### src/core/modbus_cfg_pkg.sv
// Purpose: Shared constants and types for the serial configuration block.
// Assumes: 100 MHz system clock, Avalon-MM byte addresses, one word per register.
// Notes: Baud divisors are derived from the clock rate given by the caller.
package modbus_cfg_pkg;

  // ----------------------------------------
  // Register map
  // ----------------------------------------
  localparam logic [4:0] OFF_FORMAT = 5'h00;
  localparam logic [4:0] OFF_BAUD = 5'h04;
  localparam logic [4:0] OFF_STATION = 5'h08;
  localparam logic [4:0] OFF_CTRL = 5'h0c;
  localparam logic [4:0] OFF_ACTIVE = 5'h10;
  localparam logic [4:0] OFF_DROPS = 5'h14;

  // ----------------------------------------
  // Fields and reset values
  // ----------------------------------------
  localparam int FMT_MODE_BIT = 2;
  localparam int CTRL_RELOAD_BIT = 0;
  localparam int ACT_BAUD_LSB = 4;
  localparam int ACT_STN_LSB = 8;
  localparam int ACT_PEND_BIT = 16;
  localparam logic [2:0] FORMAT_RST = 3'h0;
  localparam logic [3:0] BAUD_RST = 4'h6;
  localparam logic [3:0] BAUD_MAX = 4'h9;
  localparam logic [7:0] STATION_RST = 8'h01;
  localparam logic [7:0] STATION_MIN = 8'h01;
  localparam logic [7:0] STATION_MAX = 8'hf7;
  localparam logic [7:0] BROADCAST_ADDR = 8'h00;

  // Stop and parity codes held in format bits 1:0.
  localparam logic [1:0] SP_TWO_NONE = 2'h0;
  localparam logic [1:0] SP_ONE_NONE = 2'h1;
  localparam logic [1:0] SP_ONE_EVEN = 2'h2;
  localparam logic [1:0] SP_ONE_ODD = 2'h3;

  // ----------------------------------------
  // Register number mapping limits
  // ----------------------------------------
  localparam logic [16:0] STD_MUL = 17'h00064;
  localparam logic [16:0] STD_MENU_MAX = 17'h000a2;
  localparam logic [8:0] MOD_MENU_MAX = 9'h03f;

  // ----------------------------------------
  // Timing
  // ----------------------------------------
  localparam int CLK_HZ = 100_000_000;
  localparam int DIV_W = 20;

  typedef enum logic [2:0] {
    RL_IDLE = 3'b001,
    RL_DEFER = 3'b010,
    RL_APPLY = 3'b100
  } reload_st_t;

  // Cycles per bit for a baud code; unknown codes fall back to the default rate.
  function automatic logic [DIV_W-1:0] baud_div(input int clk_hz, input logic [3:0] code);
    int rate;
    unique case (code)
      4'h0: rate = 300;
      4'h1: rate = 600;
      4'h2: rate = 1200;
      4'h3: rate = 2400;
      4'h4: rate = 4800;
      4'h5: rate = 9600;
      4'h7: rate = 38400;
      4'h8: rate = 57600;
      4'h9: rate = 115200;
      default: rate = 19200;
    endcase
    baud_div = DIV_W'(clk_hz / rate);
  endfunction

endpackage

### src/core/cfg_pair_buffer.sv
// Purpose: Small valid/ready buffer between the decoder and the frame handler.
// Assumes: Single clock, synchronous active-high reset.
// Notes: Holds DEPTH words so a stalled receiver never loses one.
`timescale 1ns/1ps
module cfg_pair_buffer #(
  parameter int WIDTH = 20,
  parameter int DEPTH = 2
) (
  // Clock and reset
  input wire logic sys_clk,
  input wire logic rst,
  // Fill side
  input wire logic in_valid,
  output logic in_ready,
  input wire logic [WIDTH-1:0] in_data,
  // Drain side
  output logic out_valid,
  input wire logic out_ready,
  output logic [WIDTH-1:0] out_data
);
  localparam int PW = (DEPTH > 1) ? $clog2(DEPTH) : 1;
  localparam int CW = $clog2(DEPTH + 1);

  typedef struct packed {
    logic [DEPTH-1:0][WIDTH-1:0] mem;
    logic [PW-1:0] wp;
    logic [PW-1:0] rp;
    logic [CW-1:0] cnt;
  } buf_state_t;

  buf_state_t s_q;
  buf_state_t s_d;
  logic push;
  logic pop;

  assign in_ready = s_q.cnt != CW'(DEPTH);
  assign out_valid = s_q.cnt != '0;
  assign out_data = s_q.mem[s_q.rp];
  assign push = in_valid && in_ready;
  assign pop = out_valid && out_ready;

  always_comb begin
    s_d = s_q;
    if (push) begin
      s_d.mem[s_q.wp] = in_data;
      s_d.wp = (s_q.wp == PW'(DEPTH - 1)) ? '0 : s_q.wp + PW'(1);
    end
    if (pop) begin
      s_d.rp = (s_q.rp == PW'(DEPTH - 1)) ? '0 : s_q.rp + PW'(1);
    end
    if (push && !pop) begin
      s_d.cnt = s_q.cnt + CW'(1);
    end else if (pop && !push) begin
      s_d.cnt = s_q.cnt - CW'(1);
    end
  end

  always_ff @(posedge sys_clk) begin
    if (rst) begin
      s_q <= '0;
    end else begin
      s_q <= s_d;
    end
  end
endmodule // cfg_pair_buffer

### src/core/cfg_baud_divider.sv
// Purpose: Bit-rate enable generator for the serial link.
// Assumes: Divisor of at least one cycle.
// Notes: Restart realigns the bit grid when new settings are applied.
`timescale 1ns/1ps
module cfg_baud_divider #(
  parameter int CW = 20
) (
  // Clock and reset
  input wire logic sys_clk,
  input wire logic rst,
  // Control
  input wire logic restart,
  input wire logic [CW-1:0] div,
  // Enable out
  output logic tick
);
  typedef struct packed {
    logic [CW-1:0] cnt;
    logic tick;
  } div_state_t;

  div_state_t s_q;
  div_state_t s_d;

  assign tick = s_q.tick;

  always_comb begin
    s_d = s_q;
    s_d.tick = 1'b0;
    if (restart) begin
      s_d.cnt = '0;
    end else if (s_q.cnt >= div - CW'(1)) begin
      s_d.cnt = '0;
      s_d.tick = 1'b1;
    end else begin
      s_d.cnt = s_q.cnt + CW'(1);
    end
  end

  always_ff @(posedge sys_clk) begin
    if (rst) begin
      s_q <= '0;
    end else begin
      s_q <= s_d;
    end
  end
endmodule // cfg_baud_divider

### src/core/modbus_slave_serial_config.sv
// Purpose: Serial port settings and station/register decode for an RTU slave.
// Assumes: Frame parser delivers one request header per handshake.
// Notes: Stored settings become active only through a reload.
//
// How it works
// Format bits 1:0 pick two stop/no parity, one stop/no parity, one stop/even or one stop/odd.
// Format bit 2 picks standard register numbering when clear and modified numbering when set.
// Standard numbering splits address plus one into menu times 100 and a parameter, menu up to 162.
// Modified numbering splits address plus one into menu times 256 and a parameter, menu up to 63.
// Parameters above 99 in menus above 63 are reachable by neither scheme and flag out of range.
// Writes to format, baud and station only change stored copies until a reload copies them over.
// A reload caused by a link command waits until the reply to it has gone out at the old rate.
// The master waits 20 ms after a rate change before talking at the new rate.
// The station register takes only 1 to 247, resets to 1, and own-address frames are answered.
// Address 0 is a broadcast to all slaves and is refused as a station address.
// The block only answers requests and never starts a transfer by itself.
// Format bit 3 selects the data width and always reads 0 since 8 data bits are required.
// The port always speaks RTU whatever format value is stored.
// Frames for other stations are dropped silently, broadcasts are handled without a reply.
//
// Chosen here: the Avalon-MM slave port and the placing of the registers.
`timescale 1ns/1ps
module modbus_slave_serial_config #(
  parameter int CLK_HZ = modbus_cfg_pkg::CLK_HZ
) (
  // Clock and reset
  input wire logic sys_clk,
  input wire logic rst,
  // Avalon-MM slave
  input wire logic [4:0] avs_address,
  input wire logic avs_read,
  input wire logic avs_write,
  input wire logic [3:0] avs_byteenable,
  input wire logic [31:0] avs_writedata,
  output logic [31:0] avs_readdata,
  output logic avs_waitrequest,
  // Link events
  input wire logic link_reload,
  input wire logic reply_done,
  // Request headers in
  input wire logic req_valid,
  output logic req_ready,
  input wire logic [7:0] req_station,
  input wire logic [15:0] req_reg_addr,
  input wire logic req_is_write,
  // Decoded requests out
  output logic dec_valid,
  input wire logic dec_ready,
  output logic [7:0] dec_menu,
  output logic [7:0] dec_param,
  output logic dec_in_range,
  output logic dec_broadcast,
  output logic dec_reply,
  output logic dec_is_write,
  // Active link settings
  output logic link_stop2,
  output logic link_parity_en,
  output logic link_parity_odd,
  output logic link_modified,
  output logic [3:0] link_baud_code,
  output logic link_baud_tick,
  output logic link_restart
);
  import modbus_cfg_pkg::*;

  localparam int DW = 20;

  typedef struct packed {
    logic ack;
    logic [31:0] rdata;
    logic [2:0] fmt;
    logic [3:0] baud;
    logic [7:0] stn;
    logic [2:0] act_fmt;
    logic [3:0] act_baud;
    logic [7:0] act_stn;
    reload_st_t st;
    logic [15:0] drops;
    logic restart;
  } cfg_state_t;

  cfg_state_t s_q;
  cfg_state_t s_d;
  logic busy;
  logic wr_fire;
  logic [31:0] rd_mux;
  logic [16:0] a1;
  logic [16:0] std_menu;
  logic [16:0] std_par;
  logic std_ok;
  logic [8:0] mod_menu;
  logic mod_ok;
  logic [7:0] menu;
  logic [7:0] param;
  logic in_range;
  logic is_bcast;
  logic is_own;
  logic match;
  logic buf_in_valid;
  logic buf_in_ready;
  logic [DW-1:0] buf_in_data;
  logic [DW-1:0] buf_out_data;

  // ----------------------------------------
  // Bus slave
  // ----------------------------------------
  // One wait state keeps the read mux off the bus path.
  assign busy = avs_read || avs_write;
  assign avs_waitrequest = busy && !s_q.ack;
  assign wr_fire = avs_write && s_q.ack && avs_byteenable[0];
  assign avs_readdata = s_q.rdata;

  always_comb begin
    rd_mux = '0;
    unique case (avs_address)
      // width bit reads zero
      OFF_FORMAT: rd_mux[2:0] = s_q.fmt;
      OFF_BAUD: rd_mux[3:0] = s_q.baud;
      OFF_STATION: rd_mux[7:0] = s_q.stn;
      OFF_ACTIVE: begin
        rd_mux[2:0] = s_q.act_fmt;
        rd_mux[ACT_BAUD_LSB +: 4] = s_q.act_baud;
        rd_mux[ACT_STN_LSB +: 8] = s_q.act_stn;
        rd_mux[ACT_PEND_BIT] = s_q.st != RL_IDLE;
      end
      OFF_DROPS: rd_mux[15:0] = s_q.drops;
      default: rd_mux = '0;
    endcase
  end

  // ----------------------------------------
  // Register number decode
  // ----------------------------------------
  assign a1 = {1'b0, req_reg_addr} + 17'h00001;
  // standard split
  assign std_menu = a1 / STD_MUL;
  assign std_par = a1 % STD_MUL;
  assign std_ok = std_menu <= STD_MENU_MAX;
  // modified split
  assign mod_menu = a1[16:8];
  assign mod_ok = mod_menu <= MOD_MENU_MAX;

  always_comb begin
    // scheme select
    if (s_q.act_fmt[FMT_MODE_BIT]) begin
      menu = mod_menu[7:0];
      param = a1[7:0];
      // menus above 63 unreachable
      in_range = mod_ok;
    end else begin
      menu = std_menu[7:0];
      param = std_par[7:0];
      // params above 99 unreachable
      in_range = std_ok;
    end
  end

  // ----------------------------------------
  // Station filter
  // ----------------------------------------
  // broadcast detect
  assign is_bcast = req_station == BROADCAST_ADDR;
  // own address match
  assign is_own = req_station == s_q.act_stn;
  assign match = is_bcast || is_own;
  // drop foreign frames
  assign req_ready = buf_in_ready || !match;
  assign buf_in_valid = req_valid && match;
  // reply only when asked
  assign buf_in_data = {req_is_write, in_range, is_bcast, is_own, menu, param};

  cfg_pair_buffer #(
    .WIDTH(DW),
    .DEPTH(2)
  ) u_buf (
    .sys_clk(sys_clk),
    .rst(rst),
    .in_valid(buf_in_valid),
    .in_ready(buf_in_ready),
    .in_data(buf_in_data),
    .out_valid(dec_valid),
    .out_ready(dec_ready),
    .out_data(buf_out_data)
  );

  assign dec_is_write = buf_out_data[19];
  assign dec_in_range = buf_out_data[18];
  assign dec_broadcast = buf_out_data[17];
  assign dec_reply = buf_out_data[16];
  assign dec_menu = buf_out_data[15:8];
  assign dec_param = buf_out_data[7:0];

  // ----------------------------------------
  // Configuration and reload
  // ----------------------------------------
  always_comb begin
    s_d = s_q;
    s_d.ack = busy && !s_q.ack;
    s_d.restart = 1'b0;
    if (avs_read && !s_q.ack) begin
      s_d.rdata = rd_mux;
    end
    if (req_valid && !match && s_q.drops != 16'hffff) begin
      s_d.drops = s_q.drops + 16'h0001;
    end
    // stored copies only
    if (wr_fire) begin
      unique case (avs_address)
        OFF_FORMAT: s_d.fmt = avs_writedata[2:0];
        OFF_BAUD: begin
          if (avs_writedata[3:0] <= BAUD_MAX) begin
            s_d.baud = avs_writedata[3:0];
          end
        end
        // range 1 to 247
        OFF_STATION: begin
          if (avs_writedata[7:0] >= STATION_MIN && avs_writedata[7:0] <= STATION_MAX) begin
            s_d.stn = avs_writedata[7:0];
          end
        end
        default: begin
        end
      endcase
    end
    unique case (s_q.st)
      RL_IDLE: begin
        // link reload deferred
        if (link_reload) begin
          s_d.st = RL_DEFER;
        end else if (wr_fire && avs_address == OFF_CTRL && avs_writedata[CTRL_RELOAD_BIT]) begin
          s_d.st = RL_APPLY;
        end
      end
      RL_DEFER: begin
        // old rate until reply out
        if (reply_done) begin
          s_d.st = RL_APPLY;
        end
      end
      RL_APPLY: begin
        // apply stored settings
        s_d.act_fmt = s_q.fmt;
        s_d.act_baud = s_q.baud;
        s_d.act_stn = s_q.stn;
        s_d.restart = 1'b1;
        s_d.st = link_reload ? RL_DEFER : RL_IDLE;
      end
      default: s_d.st = RL_IDLE;
    endcase
  end

  always_ff @(posedge sys_clk) begin
    if (rst) begin
      s_q <= '{ack: 1'b0, rdata: 32'h0, fmt: FORMAT_RST, baud: BAUD_RST, stn: STATION_RST,
               act_fmt: FORMAT_RST, act_baud: BAUD_RST, act_stn: STATION_RST, st: RL_IDLE,
               drops: 16'h0, restart: 1'b0};
    end else begin
      s_q <= s_d;
    end
  end

  // ----------------------------------------
  // Link settings
  // ----------------------------------------
  // stop and parity decode
  assign link_stop2 = s_q.act_fmt[1:0] == SP_TWO_NONE;
  assign link_parity_en = s_q.act_fmt[1:0] == SP_ONE_EVEN || s_q.act_fmt[1:0] == SP_ONE_ODD;
  assign link_parity_odd = s_q.act_fmt[1:0] == SP_ONE_ODD;
  // no protocol select exists
  assign link_modified = s_q.act_fmt[FMT_MODE_BIT];
  assign link_baud_code = s_q.act_baud;
  assign link_restart = s_q.restart;

  cfg_baud_divider #(
    .CW(DIV_W)
  ) u_div (
    .sys_clk(sys_clk),
    .rst(rst),
    .restart(s_q.restart),
    .div(baud_div(CLK_HZ, s_q.act_baud)),
    .tick(link_baud_tick)
  );
endmodule // modbus_slave_serial_config

### config.mk
export PLATFORM = sky130hd
export DESIGN_NAME = modbus_slave_serial_config
export DESIGN_NICKNAME = d
export VERILOG_FILES = /design/src/core/modbus_cfg_pkg.sv /design/src/core/cfg_pair_buffer.sv /design/src/core/cfg_baud_divider.sv /design/src/core/modbus_slave_serial_config.sv
export SDC_FILE = /design/constraint.sdc
export NUM_CORES = 1
export LEC_CHECK = 0
export BUFFER_PORTS_ARGS = -buffer_cell sky130_fd_sc_hd__buf_2
export CAP_MARGIN = 5
export CORE_MARGIN = 3
export CORE_UTILIZATION = 65
export DETAILED_ROUTE_END_ITERATION = 8
export GPL_TIMING_DRIVEN = 0
export PLACE_DENSITY = 0.84
export SLEW_MARGIN = 20
export SYNTH_ARGS = -nofsm -noshare
export SYNTH_HDL_FRONTEND = slang
export SYNTH_SLANG_ARGS = --single-unit
### constraint.sdc
create_clock -name sys_clk -period 100.2 [get_ports sys_clk]
set_clock_uncertainty 0.05 [all_clocks]
set_input_delay 20.04 -clock sys_clk [delete_from_list [all_inputs] [get_ports sys_clk]]
set_output_delay 20.04 -clock sys_clk [all_outputs]
set_load 0.02 [all_outputs]
# After elaboration in Yosys (flattened, before gate mapping)
# Memory sizes are Yosys's and may differ from the RTL's. A register that Yosys moved wholly into a read port is not among the register bits.
# Index checks and enable logic that the tools add are counted.
# Widths: inputs -> output; s select.
[totals]
ramBits = 0
romBits = 240
output_inout_bits = 65
latchBits = 0
mem_count = 1
wordCells = 115
inputBits = 74
register_bits = 133
[memory_table]
columns = ["memory", "words", "width", "read_ports", "rd_ports_with_merged_regs", "wr", "line_no", "source"]
rows = [
  ["(name not given)", 16, 15, 1, 1, 0, "modbus_cfg_pkg.sv:60", "unique case (code)"],
]
[op_classes]
magnitude_cmp = 9
n_div = 3
n_addsub = 8
muxes = 26
eq_ne = 16
shift = 0
reduce_logical = 34
bitwise = 0
mul = 0
[op_table]
columns = ["operator", "count"]
rows = [
  ["$mux 20", 3],
  ["$bwmux 40", 1],
  ["$div 28x32->32 const A", 1],
  ["$add 20x1->20 const B", 1],
  ["$demux 20 s1", 1],
  ["$ge 20x20->1", 1],
  ["$sub 20x1->20 const B", 1],
  ["$add 16x1->17 const B", 1],
  ["$div 17x7->17 const B", 1],
  ["$le 17x8->1 const B", 1],
  ["$mod 17x7->17 const B", 1],
  ["$add 16x1->16 const B", 1],
  ["$mux 8", 2],
  ["$ne 16x16->1 const B", 1],
  ["$pmux 8 s2", 1],
  ["$logic_and 1x1->1", 15],
  ["$pmux 3 s5", 1],
  ["$pmux 4 s3", 1],
  ["$eq 5x4->1 const B", 2],
  ["$eq 5x5->1 const B", 2],
  ["$le 9x6->1 const B", 1],
  ["$mux 3", 3],
  ["$pmux 3 s3", 1],
  ["$eq 8x8->1", 1],
  ["other kinds (30)", 51],
]

# Longest topological paths before layout
# Gate-level depths: netlist of the first run.
[logic_depth]
word_depth = 8
ltp_mapped = 442
mapped_depth_nobuf = 399

# Modules after synthesis
# Synthesis of the first run repeated with hierarchy kept, for this count alone.
[hier_totals]
hier_cells = 4257
area_unflattened_um2 = 30708.2
[modules_own_cells]
columns = ["mod", "n_inst", "seq_area_each_um2", "cells_each", "area_per_inst_um2"]
rows = [
  ["modbus_slave_serial_config", 1, 1661.6, 3843, 26949.6],
  ["cfg_pair_buffer", 1, 880.8, 222, 2105.8],
  ["cfg_baud_divider", 1, 420.4, 192, 1652.8],
]

# Worst setup path before layout of the first run
# No wires, ideal clock.
[synth_path]
path_type = "flip-flop to flip-flop"
startpoint = "register (tool-made name)"
endpoint = "register u_div.s_q[11] in the netlist's numbering"
slack_ns = 21.524
setup_ns = 0.065
arrival_ns = 78.561
required_ns = 100.085
path_buffers = 51
stages_incl_launch_ff = 430
synth_period_minus_slack_ns = 78.676
cell_sequence = "dfxtp_1 > buf_2 > buf_2 > buf_1 > clkbuf_1 > buf_4 > buf_4 > clkbuf_1 > o31ai_1 > and3_1 > ha_1 > nor2b_1 > mux2i_1 > and3_1 > ha_1 > nor4bb_1 > o2bb2ai_1 > nand2_1 > [394 not listed] > o21ai_0 > nand2b_1 > a21oi_1 > nor2b_1 > o21ai_0 > nand2b_1 > a21oi_1 > nor2b_1 > o21ai_0 > nand2b_1 > a21oi_1 > nor2b_1 > o21ai_0 > nand2b_1 > a21oi_1 > nand2_1 > clkbuf_1 > nor2_1"
[synth_rtl]
columns = ["element", "line_no", "source"]
rows = [
  ["end signal, assigned", "cfg_baud_divider.sv:42", "s_q <= '0;"],
  ["end signal, assigned", "cfg_baud_divider.sv:44", "s_q <= s_d;"],
  ["end, declared", "cfg_baud_divider.sv:22", "div_state_t s_q;"],
]

==> impl_metrics.env, run 1 <==
export IMPL_status="complete, no violations"
export IMPL_core_area_um2=44700
export IMPL_cp_end_kind="flip-flop"
export IMPL_worstSetupPathType="reg2reg"
export IMPL_drtPass1Iterations=5
export IMPL_arrival_ns=94.15
export IMPL_crit_path_top_delay_cell="a2111oi_0"
export IMPL_ys_flop_type="dfxtp_1"
export IMPL_synth_avg_cell_area_um2=7.17
export IMPL_postRouteAntennaNets=0
export IMPL_yosysTopAreaCellShare_pct=14.6
export IMPL_gp_congestion=0.999
export IMPL_dieArea_um2=48300
export IMPL_drc_errors=0
export IMPL_ys_seq_area_share_pct=9.97
export IMPL_num_rows=77
export IMPL_cts_max_level=4
export IMPL_critPathBufInv=55
export IMPL_worstPathRequired_ns=100.52
export IMPL_synthTopCellsByArea="ha_1, dfxtp_1, a21oi_1, nor2_1, nand2_1"
export IMPL_area_growth_pct=6.86
export IMPL_cap_violations=0
export IMPL_cts_sinks=148
export IMPL_fin_nets=4699
export IMPL_synth_edf_count=0
export IMPL_crit_fanout=10
export IMPL_cts_buffers=17
export IMPL_syn_inst=4144
export IMPL_grt_pass1_vias=29261
export IMPL_synth_cell_types=127
export IMPL_syn_area_um2=29700
export IMPL_cts_tree="done"
export IMPL_wl_um=91000
export IMPL_antenna_found_initial=2
export IMPL_slew_violations=0
export IMPL_die_h_um=220
export IMPL_viasPerCell=6.66
export IMPL_worstSetupPathDepth=432
export IMPL_final_layout_size_suffix_gt1_share_pct=11.0
export IMPL_grt_pass1_wl_um=145000
export IMPL_grt_max_degree=28
export IMPL_crit_family="compound AO/OA/AOI/OAI gates"
export IMPL_synth_area_leader_cell="ha_1"
export IMPL_root_buffer="clkbuf_16"
export IMPL_tightest_slew_ns=1.17
export IMPL_yosysWarningCount=0
export IMPL_fmax_mhz=10.7
export IMPL_final_setup_viol_count=0
export IMPL_hold_path_class="reg2reg"
export IMPL_synthArstFlopShare_pct=0
export IMPL_hold_viol=0
export IMPL_path_common_cell="o21a_1"
export IMPL_vias=32509
export IMPL_wl_per_cell_um=18.6
export IMPL_grt_usage_pct=36.0
export IMPL_mostFrequentLayoutCell="nor2_1"
export IMPL_clk_insertion_delay_late_ns=0.44
export IMPL_drt_iter0_markers=3088
export IMPL_finalCritPeriodShare_pct=93.6
export IMPL_cts_reportedPaths_clkPinSlew_ns=0.07
export IMPL_start_util_pct=66.5
export IMPL_period_minus_slack_ns=93.83
export IMPL_cts_buffer_depth=2
export IMPL_fin_util_pct=71.0
export IMPL_grt_overflow=0
export IMPL_dpl_hpwl_um=69700
export IMPL_slew_headroom_pct=22.1
export IMPL_ios=139
export IMPL_synth_seq_cells=148
export IMPL_final_cell_mix="nor2_1, nand2_1, ha_1"
export IMPL_reg2reg_depth=432
export IMPL_port_buffer_count=93
export IMPL_die_w_um=220
export IMPL_cp_start_kind="flip-flop"
export IMPL_min_path_cells=2
export IMPL_max_stage_delay_ns=0.58
==> path summary, 6_finish.rpt <==
kind                                                  from                    endpoint  slack (ns)
worst max-delay path                             flip-flop    u_div.s_q[12]$_SDFF_PP0_        6.37
worst min-delay path            u_buf.s_q[15]$_SDFFE_PP0P_  u_buf.s_q[15]$_SDFFE_PP0P_        0.40
worst max register to register                   flip-flop    u_div.s_q[12]$_SDFF_PP0_        6.37
worst min register to register  u_buf.s_q[15]$_SDFFE_PP0P_  u_buf.s_q[15]$_SDFFE_PP0P_        0.40
==> repair_timing <==
| action | CTS | global route |
|---|---|---|
| setup buffers | 0 | 0 |
| gates resized for setup | 0 | 48 |
| endpoints found under the setup margin | 0 | 21 |
| endpoints found under the hold margin | 0 | 0 |
| hold buffers | 0 | 0 |
==> synthesized netlist by cell type, types with 97 or more instances <==
cell type / instances
a21oi_1: 324
dfxtp_1: 148
ha_1: 347
inv_1: 128
mux2_2: 97
nand2_1: 407
nand2b_1: 112
nand3_1: 130
nor2_1: 409
nor3_1: 129
o21a_1: 137
o21ai_0: 246
xnor2_1: 164
xor2_1: 106
==> cells by family (layout without fill, tap and decap cells) <==
| group | count (synthesis) | after routing | synth area share [%] |
|---|---|---|---|
| fa+ha+maj | 363 | 363 | 15.3 |
| xor+xnor | 271 | 271 | 8.01 |
| other cells | 1 | 18 | 0.0126 |
| flops | 148 | 148 | 9.97 |
| buf+inv | 297 | 424 | 4.57 |
| compound gates | 1308 | 1308 | 29.5 |
| mux | 155 | 155 | 5.74 |
| simple gates | 1601 | 1601 | 26.9 |
==> per-layer routing <==
layer	track usage [%]	wire length, um	part of all wire, %
met5	0	17	0.019
met1	49.6	40100	44
met4	14.2	3580	3.9
met3	4.72	8220	9.0
met2	57.1	39100	43
==> metrics by stage <==
| step | instance area (um2) | setup TNS (ns) | std cells | setup WS [ns] | hold WS, ns |
|---|---|---|---|---|---|
| after global routing | 31700 | -1.16 | 4878 | -0.144 | 0.420 |
| after global placement | 31000 | 0 | 4844 | 4.38 | 0.378 |
| final | 31800 | 0 | 4880 | 6.37 | 0.403 |
| after floorplan | 29800 | 0 | 4159 | 21.52 | 0.370 |
| after CTS | 31600 | 0 | 4878 | 2.85 | 0.406 |
| after detailed placement | 31000 | 0 | 4846 | 3.46 | 0.393 |
==> area by class of cell <==
| class | count | area (um2) |
|---|---|---|
| multi-input cells | 3714 | 25600 |
| fillers | 3865 | 13000 |
| plain buffers | 162 | 870 |
| well taps | 592 | 741 |
| clock inverters | 14 | 148 |
| repair buffers | 95 | 513 |
| inverters | 135 | 507 |
| diodes | 2 | 5.00 |
| clock buffers | 18 | 429 |
| flip-flops and latches | 148 | 2960 |
==> worst register-to-register path: cells and delay by family (launching register included) <==
family / cells / cell delay [ns]
adder cells (fa/ha/maj): 31 / 9.66
buffers and inverters: 55 / 15.42
multiplexers: 7 / 2.01
XOR/XNOR: 1 / 0.15
AO/OA/AOI/OAI: 214 / 44.20
AND/OR/NAND/NOR: 124 / 21.99
flip-flops: 1 / 0.30
Power of run 1 is left out: the tool's default activity adds up to more than one toggle a clock period on the data nets, which glitch-free logic cannot reach.
==> inputs of run 2 (changes only) <==
--- a/config.mk
+++ b/config.mk
@@ -5,13 +5,14 @@
 export SDC_FILE = /design/constraint.sdc
 export NUM_CORES = 1
 export LEC_CHECK = 0
-export BUFFER_PORTS_ARGS = -buffer_cell sky130_fd_sc_hd__buf_2
 export CAP_MARGIN = 5
 export CORE_MARGIN = 3
 export CORE_UTILIZATION = 65
 export DETAILED_ROUTE_END_ITERATION = 8
+export DONT_BUFFER_PORTS = 1
 export GPL_TIMING_DRIVEN = 0
-export PLACE_DENSITY = 0.84
+export PLACE_DENSITY = 0.81
+export RECOVER_POWER = 50
 export SLEW_MARGIN = 20
 export SYNTH_ARGS = -nofsm -noshare
 export SYNTH_HDL_FRONTEND = slang
==> impl_metrics.env, run 2 (synthesized netlist as in run 1, its figures left out) <==
export IMPL_cts_buffers=17
export IMPL_die_w_um=220
export IMPL_vias=31882
export IMPL_cp_endpoint="u_div.s_q[13]$_SDFF_PP0_"
export IMPL_clk_insertion_delay_late_ns=0.44
export IMPL_viasPerCell=6.66
export IMPL_crit_family="compound AO/OA/AOI/OAI gates"
export IMPL_gp_congestion=0.998
export IMPL_place_area_um2=30600
export IMPL_cts_max_level=4
export IMPL_max_stage_delay_ns=0.57
export IMPL_period_minus_slack_ns=93.72
export IMPL_grt_usage_pct=35.6
export IMPL_fin_nets=4605
export IMPL_worstPathRequired_ns=100.52
export IMPL_final_cell_area_um2=31200
export IMPL_num_fill_cells=3989
export IMPL_fmax_mhz=10.7
export IMPL_grt_pass1_vias=28467
export IMPL_crit_path_top_delay_cell="a2111oi_1"
export IMPL_reg2reg_depth=431
export IMPL_dpl_hpwl_um=69500
export IMPL_dr_wl_met2_um=37900
export IMPL_wl_per_cell_um=18.8
export IMPL_start_util_pct=66.5
export IMPL_wl_met3_um=8950
export IMPL_r2r_slack_ns=6.48
export IMPL_hold_path_class="reg2reg"
export IMPL_slew_headroom_pct=10.1
export IMPL_worstSetupPathType="reg2reg"
export IMPL_drc_errors=0
export IMPL_root_buffer="clkbuf_16"
export IMPL_final_cell_mix="nor2_1, nand2_1, ha_1"
export IMPL_cp_end_kind="flip-flop"
export IMPL_timing_setup_tns_ns=0
export IMPL_die_h_um=220
export IMPL_drt_iter0_markers=3397
export IMPL_timing_rr_end="u_div.s_q[13]$_SDFF_PP0_"
export IMPL_cts_buffer_depth=2
export IMPL_final_setup_viol_count=0
export IMPL_port_buffer_count=0
export IMPL_grt_pass1_wl_um=144000
export IMPL_multiInputGateArea_um2=25600
export IMPL_cts_tree="done"
export IMPL_grt_max_degree=28
export IMPL_core_area_um2=44700
export IMPL_cp_start_kind="flip-flop"
export IMPL_met1Wirelength_um=40400
export IMPL_antenna_found_initial=1
export IMPL_hold_viol=0
export IMPL_status="complete, no violations"
export IMPL_regArea_um2=2960
export IMPL_postRouteAntennaNets=0
export IMPL_cts_reportedPaths_clkPinSlew_ns=0.08
export IMPL_final_layout_size_suffix_gt1_share_pct=8.54
export IMPL_worstSetupPathDepth=431
export IMPL_grt_overflow=0
export IMPL_finalCritPeriodShare_pct=93.5
export IMPL_cap_violations=0
export IMPL_arrival_ns=94.04
export IMPL_highest_signal_layer="met4"
export IMPL_num_rows=77
export IMPL_dieArea_um2=48300
export IMPL_path_common_cell="o21a_1"
export IMPL_area_growth_pct=5.16
export IMPL_slew_violations=0
export IMPL_cts_sinks=148
export IMPL_ios=139
export IMPL_crit_fanout=18
export IMPL_wl_um=90000
export IMPL_drtPass1Iterations=8
export IMPL_mostFrequentLayoutCell="nor2_1"
export IMPL_critPathBufInv=56
export IMPL_tightest_slew_ns=1.33
[run 2: cell types whose count changed in the layout (fill, tap and decap cells not counted), moves of 2 or more]
cell / delta
buf_1: -4
clkinv_8: +7
buf_4: -21
buf_2: -93
clkbuf_1: +22
clkinvlp_4: -4
inv_6: -2
[run 2: cell type report]
class / instances / area share (%)
repair buffers: 2 / 0.152
flip-flops and latches: 148 / 9.48
well taps: 592 / 2.37
clock inverters: 15 / 0.653
inverters: 135 / 1.62
multi-input cells: 3714 / 81.8
plain buffers: 161 / 2.52
diodes: 1 / 0.00801
clock buffers: 17 / 1.36
[run 2: how the worst min path moves through the flow]
stage / startpoint / to / slack [ns] / cells after the start
after floorplan: u_buf.s_q[24]$_SDFFE_PP0P_ / u_buf.s_q[24]$_SDFFE_PP0P_ / 0.37 / 2
after global placement: u_buf.s_q[24]$_SDFFE_PP0P_ / u_buf.s_q[24]$_SDFFE_PP0P_ / 0.38 / 2
after detailed placement: u_buf.s_q[24]$_SDFFE_PP0P_ / u_buf.s_q[24]$_SDFFE_PP0P_ / 0.39 / 2
after CTS: u_buf.s_q[12]$_SDFFE_PP0P_ / u_buf.s_q[12]$_SDFFE_PP0P_ / 0.41 / 2
after global routing: u_buf.s_q[7]$_SDFFE_PP0P_ / u_buf.s_q[7]$_SDFFE_PP0P_ / 0.43 / 2
final: u_buf.s_q[12]$_SDFFE_PP0P_ / u_buf.s_q[12]$_SDFFE_PP0P_ / 0.40 / 2
[run 2: tightest hold or removal path, cell delays in order (launching register included)]
cell,delay [ns]
dfxtp_1,0.31
nand2_1,0.05
a21oi_1,0.05
[run 2: layer usage]
| metal | vias up | GRT usage (%) |
|---|---|---|
| li1 | 15500 | - |
| met1 | 14677 | 51.2 |
| met2 | 1511 | 54.6 |
| met3 | 194 | 5.89 |
| met4 | 0 | 10.5 |
| met5 | - | 0 |
[run 2: stage by stage]
step | util, % | instances | worst slack [ns] | hold WS [ns]
after CTS | 69.8 | 4785 | 2.26 | 0.407
final | 69.9 | 4785 | 6.48 | 0.404
after detailed placement | 68.4 | 4753 | 2.83 | 0.389
after global placement | 68.2 | 4751 | 3.91 | 0.380
after global routing | 69.9 | 4785 | -0.119 | 0.427
after floorplan | - | 4159 | 21.52 | 0.370
[run 2: timing repair]
| item | CTS | global route |
|---|---|---|
| gates resized for setup | 0 | 50 |
| hold buffers | 0 | 0 |
| setup endpoints to repair | 0 | 21 |
| buffers inserted | 0 | 0 |
| endpoints found under the hold margin | 0 | 0 |
Power of run 2 is left out for the same reason.
